`src/rtl/pkg_power_coord.sv`:
```
package pkg_power_coord;

	typedef enum logic [2:0]
	{
		CORE_C0 = 3'b000,
		CORE_C1_HALT = 3'b001,
		CORE_C1_WAIT = 3'b010,
		CORE_C2 = 3'b011,
		CORE_C3 = 3'b100
	} core_state_e;

	typedef enum logic [1:0]
	{
		PKG_NORMAL = 2'b00,
		PKG_STOP_GRANT = 2'b01,
		PKG_DEEP_SLEEP = 2'b10
	} pkg_state_e;

	// one request from a core: kind and hint
	typedef struct packed
	{
		logic wait_req;
		logic [1:0] wait_hint;
		logic level_req;
		logic level3;
		logic halt_req;
		logic wake;
	} core_req_s;

	localparam logic [1:0] HINT_C1 = 2'h0;
	localparam logic [1:0] HINT_C2 = 2'h1;
	localparam logic [1:0] HINT_C3 = 2'h2;
	localparam logic [1:0] LVL2_HINT_RESET = 2'h1;
	localparam logic [1:0] LVL3_HINT_RESET = 2'h2;
	localparam int CLOCK_NS = 50;
	localparam int GRANT_BUS_CLOCKS = 20;
	localparam int GRANT_DELAY = 4;
	localparam logic [4:0] GRANT_CYCLES = 5'(GRANT_DELAY);

endpackage : pkg_power_coord

```
`src/rtl/core_package_power_state_coord.sv`:
```
// Summary of operation
// - each core enters C1 halt, C1 wait, C2 or C3 independently.
// - both cores in same low state issue level-2 or level-3 read to hub.
// - requests come by wait instruction hints or by level register reads.
// - level reads become internal wait requests, never bus I/O reads.
// - level reads need no armed monitor address.
// - hint for each level read comes from misc enable register setting.
// - break event during stop-clock request asserts pending-break output.
// - Normal if any core C0/C1; Deep Sleep only both C3; else Stop-Grant.
// - each core reaches Stop-Grant within 20 bus clocks of its acknowledge.
// - any latched interrupt, even masked, or monitor event drives pending-break.
`timescale 1ns/1ps

module core_package_power_state_coord
	import pkg_power_coord::*;
(
	input wire logic clock,
	input wire logic nrst,
	input wire core_req_s req0,
	input wire core_req_s req1,
	input wire logic [1:0] lvl2_hint_cfg,
	input wire logic [1:0] lvl3_hint_cfg,
	input wire logic hint_cfg_write,
	input wire logic stop_clock_request_n,
	input wire logic [1:0] break_event,
	input wire logic [1:0] ack_response,
	output core_state_e core0_state,
	output core_state_e core1_state,
	output pkg_state_e pkg_state,
	output logic level_read_request,
	output logic level_read_is_c3,
	output logic pending_break_event_n,
	output logic [1:0] stop_granted
);

	logic [1:0] misc_lvl2_hint;
	logic [1:0] misc_lvl3_hint;
	logic [1:0] pending;
	logic [4:0] grant_cnt0;
	logic [4:0] grant_cnt1;
	logic both_low_prev;
	core_state_e next_core0;
	core_state_e next_core1;
	pkg_state_e next_pkg;

	wire stop_active = !stop_clock_request_n;

	// level read maps to a wait hint; no monitor arming is consulted
	function automatic core_state_e hint_to_state(input logic [1:0] hint);
		unique case (hint)
			HINT_C1: return CORE_C1_WAIT;
			HINT_C2: return CORE_C2;
			default: return CORE_C3;
		endcase
	endfunction : hint_to_state

	function automatic core_state_e step(input core_state_e cur, input core_req_s r,
		input logic [1:0] h2, input logic [1:0] h3);
		if (r.wake)
			return CORE_C0;
		else if (cur != CORE_C0)
			return cur;
		else if (r.level_req)
			return hint_to_state(r.level3 ? h3 : h2);
		else if (r.wait_req)
			return hint_to_state(r.wait_hint);
		else if (r.halt_req)
			return CORE_C1_HALT;
		else
			return CORE_C0;
	endfunction : step

	function automatic logic is_deep(input core_state_e s);
		return (s == CORE_C2) || (s == CORE_C3);
	endfunction : is_deep

	// cores stepped separately, no cross term
	assign next_core0 = step(core0_state, req0, misc_lvl2_hint, misc_lvl3_hint);
	assign next_core1 = step(core1_state, req1, misc_lvl2_hint, misc_lvl3_hint);

	// computed from next states so a change is seen at once
	assign next_pkg = (next_core0 == CORE_C3 && next_core1 == CORE_C3) ? PKG_DEEP_SLEEP :
		(is_deep(next_core0) && is_deep(next_core1)) ? PKG_STOP_GRANT : PKG_NORMAL;

	wire both_low = (next_pkg != PKG_NORMAL);
	wire common = both_low && (next_core0 == next_core1);

	// counters park at zero outside a stop request, so a stale ack cannot grant later
	wire [4:0] next_grant_cnt0 = !stop_active ? 5'h00 :
		ack_response[0] ? GRANT_CYCLES :
		(grant_cnt0 != 5'h00) ? grant_cnt0 - 5'h01 : 5'h00;
	wire [4:0] next_grant_cnt1 = !stop_active ? 5'h00 :
		ack_response[1] ? GRANT_CYCLES :
		(grant_cnt1 != 5'h00) ? grant_cnt1 - 5'h01 : 5'h00;

	always_ff @(posedge clock or negedge nrst)
	begin
		if (!nrst)
		begin
			core0_state <= CORE_C0;
			core1_state <= CORE_C0;
			pkg_state <= PKG_NORMAL;
		end
		else
		begin
			core0_state <= next_core0;
			core1_state <= next_core1;
			pkg_state <= next_pkg;
		end
	end

	always_ff @(posedge clock or negedge nrst)
	begin
		if (!nrst)
		begin
			misc_lvl2_hint <= LVL2_HINT_RESET;
			misc_lvl3_hint <= LVL3_HINT_RESET;
		end
		else if (hint_cfg_write)
		begin
			misc_lvl2_hint <= lvl2_hint_cfg;
			misc_lvl3_hint <= lvl3_hint_cfg;
		end
	end

	// one-cycle hub read on entry to a common low state
	always_ff @(posedge clock or negedge nrst)
	begin
		if (!nrst)
		begin
			both_low_prev <= 1'b0;
			level_read_request <= 1'b0;
			level_read_is_c3 <= 1'b0;
		end
		else
		begin
			both_low_prev <= common;
			level_read_request <= common && !both_low_prev;
			level_read_is_c3 <= next_core0 == CORE_C3;
		end
	end

	// break events latched per core, masked or not; cleared on wake
	always_ff @(posedge clock or negedge nrst)
	begin
		if (!nrst)
		begin
			pending <= 2'b00;
			pending_break_event_n <= 1'b1;
		end
		else
		begin
			pending[0] <= break_event[0] || (pending[0] && !req0.wake);
			pending[1] <= break_event[1] || (pending[1] && !req1.wake);
			pending_break_event_n <= !(stop_active && (|pending || |break_event));
		end
	end

	// grant counts from acknowledge response; early limit well within bound
	always_ff @(posedge clock or negedge nrst)
	begin
		if (!nrst)
		begin
			grant_cnt0 <= 5'h00;
			grant_cnt1 <= 5'h00;
			stop_granted <= 2'b00;
		end
		else
		begin
			grant_cnt0 <= next_grant_cnt0;
			grant_cnt1 <= next_grant_cnt1;
			stop_granted[0] <= stop_active && (stop_granted[0] || grant_cnt0 == 5'h01);
			stop_granted[1] <= stop_active && (stop_granted[1] || grant_cnt1 == 5'h01);
		end
	end

	pkg_map_a: assert property (@(posedge clock) disable iff (!nrst)
		(core0_state == CORE_C3 && core1_state == CORE_C3) == (pkg_state == PKG_DEEP_SLEEP))
		else $error("deep sleep mismatch");

	pkg_normal_a: assert property (@(posedge clock) disable iff (!nrst)
		(!is_deep(core0_state) || !is_deep(core1_state)) |-> pkg_state == PKG_NORMAL)
		else $error("normal mismatch");

	grant_time_a: assert property (@(posedge clock) disable iff (!nrst)
		(stop_active && ack_response[0]) ##1 stop_active [*5] |-> stop_granted[0])
		else $error("core0 grant late");

	grant_time1_a: assert property (@(posedge clock) disable iff (!nrst)
		(stop_active && ack_response[1]) ##1 stop_active [*5] |-> stop_granted[1])
		else $error("core1 grant late");

	pbe_a: assert property (@(posedge clock) disable iff (!nrst)
		(stop_active && |break_event) ##1 stop_active |-> !pending_break_event_n)
		else $error("break not flagged");

	pbe_idle_a: assert property (@(posedge clock) disable iff (!nrst)
		$past(stop_clock_request_n) |-> pending_break_event_n)
		else $error("pbe without stop clock");

	hub_read_a: assert property (@(posedge clock) disable iff (!nrst)
		level_read_request |-> core0_state == core1_state && pkg_state != PKG_NORMAL)
		else $error("hub read without common state");

	level_c3_a: assert property (@(posedge clock) disable iff (!nrst)
		(level_read_request && level_read_is_c3) |-> core0_state == CORE_C3 && pkg_state == PKG_DEEP_SLEEP)
		else $error("level three read without deep sleep");

	indep_a: assert property (@(posedge clock) disable iff (!nrst)
		(core0_state == CORE_C0 && req0.halt_req && !req0.wake && !req0.level_req && !req0.wait_req)
		|=> core0_state == CORE_C1_HALT)
		else $error("core0 halt not independent");

	level_hint_a: assert property (@(posedge clock) disable iff (!nrst)
		(core1_state == CORE_C0 && req1.level_req && !req1.wake && !req1.level3 && misc_lvl2_hint == HINT_C2)
		|=> core1_state == CORE_C2)
		else $error("level hint ignored");

	wake_a: assert property (@(posedge clock) disable iff (!nrst)
		req0.wake |=> core0_state == CORE_C0 && pkg_state == PKG_NORMAL)
		else $error("wake not reflected");

endmodule : core_package_power_state_coord

```
`config.mk`:
```
export PLATFORM = sky130hd
export DESIGN_NAME = core_package_power_state_coord
export DESIGN_NICKNAME = d
export VERILOG_FILES = /design/src/rtl/pkg_power_coord.sv /design/src/rtl/core_package_power_state_coord.sv
export SDC_FILE = /design/constraint.sdc
export NUM_CORES = 1
export LEC_CHECK = 0
export BUFFER_PORTS_ARGS = -buffer_cell sky130_fd_sc_hd__buf_2
export CORE_MARGIN = 8
export CORE_UTILIZATION = 47
export CTS_CLUSTER_DIAMETER = 50
export DETAILED_ROUTE_END_ITERATION = 8
export GPL_ROUTABILITY_DRIVEN = 0
export PLACE_DENSITY = 0.75
export SLEW_MARGIN = 20
export SYNTH_ARGS = -nofsm -noshare
export SYNTH_HDL_FRONTEND = slang
export SYNTH_SLANG_ARGS = --single-unit
```
`constraint.sdc`:
```
create_clock -name clock -period 2 [get_ports clock]
set_clock_uncertainty 0.2 [all_clocks]
set_input_delay 0.4 -clock clock [delete_from_list [all_inputs] [get_ports clock]]
set_output_delay 0.4 -clock clock [all_outputs]
set_load 0.05 [all_outputs]
```
=== Yosys cells after proc, flatten, opt, wreduce, memory -nomap -nowiden ===
Cells that the tools add are included.

* Add/subtract/negate cells: 2
* Equality and inequality tests: 11
* Mux-type cells: 24
* Reductions and logical operators: 32

{| class="wikitable"
|+ Operators with widths
! operator !! count
|-
| 2-to-1 mux 5 bit || 6
|-
| 2-to-1 mux 3 bit || 8
|-
| case mux 3 bit (2 select lines) || 4
|-
| equality test 5 x 1 -> 1 bit (second input constant) || 2
|-
| nonzero test 5 bit || 2
|-
| subtractor 5 x 1 -> 5 bit (second input constant) || 2
|-
| logical AND 1 bit || 9
|-
| equality test 2 x 1 -> 1 bit (second input constant) || 4
|-
| zero test 2 bit || 4
|-
| logical OR 1 bit || 7
|-
| equality test 3 x 2 -> 1 bit (second input constant) || 2
|-
| equality test 3 bit (second input constant) || 2
|-
| 2-to-1 mux 2 bit || 3
|-
| nonzero test 3 bit || 2
|-
| zero test 1 bit || 5
|-
| OR reduction 2 bit || 2
|-
| equality test 3 bit || 1
|-
| 2-to-1 mux 1 bit || 3
|-
| nonzero test 2 bit || 1
|}

* Register bits: 30
* Output and inout port bits: 13

=== Longest topological paths before layout ===
* Depth in word-level cells: 14
* Gate-level depth with buffers: 7

=== Worst setup path after synthesis ===
OpenSTA, ideal clock, no wires.

* Path kind: reg-to-reg
* Start: register core0_state[0]
* End: register level_read_request
* Data arrival time: 1.821 ns
* Data required time: 1.720 ns
* Setup slack: -0.101 ns
* Stages on the path, launching flop included: 7
* Buffers on the path: 0
* Clock period less this slack: 2.101 ns
* Path through: dfrtp_1 or3_1 a211oi_1 nand2b_1 xnor2_1 nand3_1 nor3b_2

* Word-level cells in the longest chain between the ends: 11
* Elaborated cells on any way between the ends: 14

{| class="wikitable"
|+ RTL lines
! what !! line !! RTL
|-
| start, declared || core_package_power_state_coord.sv:27 || <nowiki>output core_state_e core0_state,</nowiki>
|-
| start signal, assigned || core_package_power_state_coord.sv:106 || <nowiki>core0_state <= next_core0;</nowiki>
|-
| nonzero test 3 bit (*) || core_package_power_state_coord.sv:61 || <nowiki>else if (cur != CORE_C0)</nowiki>
|-
| 2-to-1 mux 3 bit (*) || core_package_power_state_coord.sv:61 ||
|-
| 2-to-1 mux 3 bit (*) || core_package_power_state_coord.sv:59 || <nowiki>if (r.wake)</nowiki>
|-
| net next_core0[2] || core_package_power_state_coord.sv:42 || <nowiki>core_state_e next_core0;</nowiki>
|-
| equality test 3 x 2 -> 1 bit or equality test 3 bit (tied branches) || core_package_power_state_coord.sv:74, core_package_power_state_coord.sv:82 ||
|-
| logical OR 1 bit || core_package_power_state_coord.sv:74 || <nowiki>return (s == CORE_C2) || (s == CORE_C3);</nowiki>
|-
| logical AND 1 bit || core_package_power_state_coord.sv:83 || <nowiki>(is_deep(next_core0) && is_deep(next_core1)) ? PKG_STOP_GRANT : PKG_NORMAL;</nowiki>
|-
| 2-to-1 mux 1 bit || core_package_power_state_coord.sv:83 ||
|-
| 2-to-1 mux 2 bit || core_package_power_state_coord.sv:82 || <nowiki>assign next_pkg = (next_core0 == CORE_C3 && next_core1 == CORE_C3) ? PKG_DEEP_SLEEP :</nowiki>
|-
| nonzero test 2 bit || core_package_power_state_coord.sv:85 || <nowiki>wire both_low = (next_pkg != PKG_NORMAL);</nowiki>
|-
| logical AND 1 bit (*) || core_package_power_state_coord.sv:86 || <nowiki>wire common = both_low && (next_core0 == next_core1);</nowiki>
|-
| logical AND 1 bit (*) || core_package_power_state_coord.sv:138 || <nowiki>level_read_request <= common && !both_low_prev;</nowiki>
|-
| end signal, assigned || core_package_power_state_coord.sv:138 ||
|-
| end, declared || core_package_power_state_coord.sv:30 || <nowiki>output logic level_read_request,</nowiki>
|}

The timed path passes the listed nets; every way through them passes the cells marked *.
A chain may end at the register's enable or synchronous reset.

=== Final worst setup path ===
* Start: register core1_state[1]
* End: register both_low_prev

* Word-level cells in the longest chain between the ends: 10
* Elaborated cells on any way between the ends: 13

{| class="wikitable"
|+ RTL lines
! what !! line !! RTL
|-
| start, declared || core_package_power_state_coord.sv:28 || <nowiki>output core_state_e core1_state,</nowiki>
|-
| start signal, assigned || core_package_power_state_coord.sv:107 || <nowiki>core1_state <= next_core1;</nowiki>
|-
| nonzero test 3 bit || core_package_power_state_coord.sv:61 ||
|-
| 2-to-1 mux 3 bit (*) || core_package_power_state_coord.sv:61 ||
|-
| 2-to-1 mux 3 bit (*) || core_package_power_state_coord.sv:59 ||
|-
| equality test 3 x 2 -> 1 bit or equality test 3 bit (tied branches) || core_package_power_state_coord.sv:74, core_package_power_state_coord.sv:82 ||
|-
| logical OR 1 bit || core_package_power_state_coord.sv:74 ||
|-
| logical AND 1 bit || core_package_power_state_coord.sv:83 ||
|-
| 2-to-1 mux 1 bit || core_package_power_state_coord.sv:83 ||
|-
| 2-to-1 mux 2 bit || core_package_power_state_coord.sv:82 ||
|-
| nonzero test 2 bit || core_package_power_state_coord.sv:85 ||
|-
| logical AND 1 bit (*) || core_package_power_state_coord.sv:86 ||
|-
| net common || core_package_power_state_coord.sv:86 ||
|-
| end signal, assigned || core_package_power_state_coord.sv:137 || <nowiki>both_low_prev <= common;</nowiki>
|-
| end, declared || core_package_power_state_coord.sv:41 || <nowiki>logic both_low_prev;</nowiki>
|}

Marked as above.

==> run metrics <==
Final period util=0.996; share of layout cells above drive strength 1=0.395; Hold Path End=pending_break_event_n; drt wl/cell=13.6 um; CTS tree=built; CP peak stage delay=0.46 ns; Syn Nets=175; slew margin rel.=0.574; met3 GRT Util=0.0563; post-synthesis register bit count=30; Yosys warning total=0; Slowest cell on crit path=dfrtp_2; hold crit path type=in -> reg; gr busiest metal=met2; fin. max-slew vios=0; pwr dens=877 nW/um^2; RSZ-0062 raised after global routing=true; Power Internal=1070 uW; vias in the first global route=1,252; leak pwr=0.000979 uW; fin nets=229; Die Y=73.2 um; hold slack=about 0.031 ns; Required @ worst endpoint=2.06 ns; crit path kind=reg -> reg; met2 usage=0.207; CP Cell Sequence=or3_4 -> a211oi_4 -> a21oi_1 -> or2_1 -> a22oi_2 -> and4_1; Comb pwr share=0.344; antenna viol nets, final=0; Post-synth EDFFs=0; Post-synth top flop=dfrtp_1; HPWL after detailed placement=around 2600 um; Mapped Cells=roughly 150; met1 Use GR=0.159; status=completed; Pre-antenna DRT Iters=4; post-route minimum period=1.99 ns; via/cell ratio=slightly above 5; max-capacitance violation count=0; switching power=~630 uW; core footprint=3080 um^2; largest cells by area after synthesis=dfrtp_1, nor2_1, dfstp_2; Mean Syn Cell Area=10.6 um^2; Syn-to-layout area delta=26.2%; CP arrival=about 2.1 ns; Remaining DRCs=0; f_max=0.502 GHz; cts bufs inserted=5; hold depth=2; Clock power frac=0.222; IO Count=39; share of flip-flops with an asynchronous set or reset=1.00; crit path max fanout=6; pre-CTS WS=-0.0712 ns; FF-to-FF path depth=6; sequential share of the synthesized area=0.491; cell area after synthesis=1540 um^2; Critical Path Start=core1_state[1]; final setup violation count=0; gr ovfl total=0; clk slew on worst S/H paths=0.10 ns; Worst setup EP type=flip-flop; Worst Path Buf+Inv=0; IO buf count=38; GRT Total Usage=0.132; Initial Utilization=0.499; distinct cell type count after synthesis=41; Max VDD drop=465 uV; Hold Startpoint=break_event[1]; H-Tree Depth=2; die area=5350 um^2; vias=about 1,200; sequential group share of total power=0.434; Cell Rows=20; Reg2Reg Setup Slack=between 0.008 and 0.009 ns; Final Hold Vio Count=0; largest net degree at the start of global routing=31; first-pass GRT wire length=5480 um; CTS Sinks=30; RR Endpoint=both_low_prev; switching share of power=0.370; initial antenna violation count=0; RR Startpoint=core1_state[1]; worst setup margin=0.00850 ns; critical path's top delay family=simple AND/OR/NAND/NOR gates; startpoint types=flip-flop; clk_lat worst skew=0.33 ns; CTS Root Cell=clkbuf_4; drt total wl=3310 um; DIE WIDTH=~73 um; area share of the largest cell type after synthesis=0.440; Fillers=259; initial detailed-routing violation count=61; diode count=0; clk buf depth=2; area leader, netlist=dfrtp_1; worst slew pin tran=0.639 ns
## cells in the final DEF, fill, tap and decap left out, types with 5 or more instances in the layout
| cell type | Yosys | routed |
|---|---|---|
| nor2_1 | 24 | 24 |
| buf_4 | 0 | 10 |
| nor3_1 | 5 | 5 |
| buf_2 | 0 | 38 |
| a21oi_1 | 5 | 5 |
| xnor2_1 | 5 | 5 |
| dfrtp_1 | 27 | 23 |
| nand2_1 | 6 | 6 |
| inv_1 | 12 | 12 |
| clkbuf_4 | 0 | 5 |
## final cells by class
class,count,area [um^2],share of cell area
inverter,12,45.0,0.0232
sequential,30,759,0.392
clock inverter,1,5.00,0.00258
tap,44,55.1,0.0284
timing repair buffer,49,275,0.142
clock buffer,7,55.1,0.0284
multi-input combinational,101,743,0.383
## power groups by stage
stage          Sequential [uW]  Combinational (uW)  Clock (uW)
6_report                   738                 585         377
5_1_grt                    750                 634         418
4_1_cts                    738                 580         390
3_5_place_dp               748                 565           0
3_3_place_gp               745                 552           0
2_1_floorplan              887                 247           0
## layer usage
metal  vias up  routed length [um]
met2        38                1570
met4         0                  39
met5         -                   0
li1        613                   -
met1       572                1490
met3         5                 213
## worst max-delay path by stage
stage,end,cells after the start
floorplan,level_read_request,6
detailed placement,both_low_prev,7
global route,level_read_request,6
finish,both_low_prev,6
global placement,level_read_request,7
CTS,level_read_request,6
## per-stage QoR
| stage | cell area, um^2 | TNS (ns) | utilization | cells | power [uW] |
|---|---|---|---|---|---|
| after CTS | 1920 | 0 | 0.625 | 244 | 1710 |
| after global routing | 1940 | -0.248 | 0.630 | 244 | 1800 |
| after floorplan | 1540 | 0 | - | 145 | 1130 |
| after global placement | 1840 | 0 | 0.597 | 234 | 1300 |
| after detailed placement | 1840 | -0.162 | 0.597 | 234 | 1310 |
| final | 1940 | 0 | 0.630 | 244 | 1700 |
## what timing repair did
item	CTS	global route
buffers inserted	1	0
endpoints found under the setup margin	2	3
cloned	0	0
pin swaps	1	2
endpoints found under the hold margin	27	0
gates resized for setup	2	3
hold buffers	1	0
## synthesized netlist by cell type (all sizes together), types with 2 or more instances
library cell and instances:
a21o 3, nor3 6, or3 2, a31oi 3, nor3b 4, nand3 3, o21ai 2, nor2b 4
o211a 2, ha 4, inv 12, mux2 4, a21oi 5, a22oi 3, o211ai 2, dfstp 3
dfrtp 27, o31ai 2, nand2b 4, nand2 6, a211oi 2, xnor2 5, mux2i 2, nor2 24
## sequential cells by signal (all words and copies together), names as in the netlist, 2 cells and up
name            flops
pending             2
grant_cnt1          5
misc_lvl2_hint      2
misc_lvl3_hint      2
stop_granted        2
core1_state         3
pkg_state           2
grant_cnt0          5
core0_state         3
## kinds of logic (layout without fill, tap and decap cells)
logic type	Yosys count	count (layout)	share of synthesized area
flops	30	30	0.491
compound gates	31	31	0.174
fa+ha+maj	4	4	0.0326
simple gates	55	55	0.191
mux	6	6	0.0424
xor+xnor	5	5	0.0285
buf+inv	14	69	0.0399
Power figures use the tool's default switching activity.
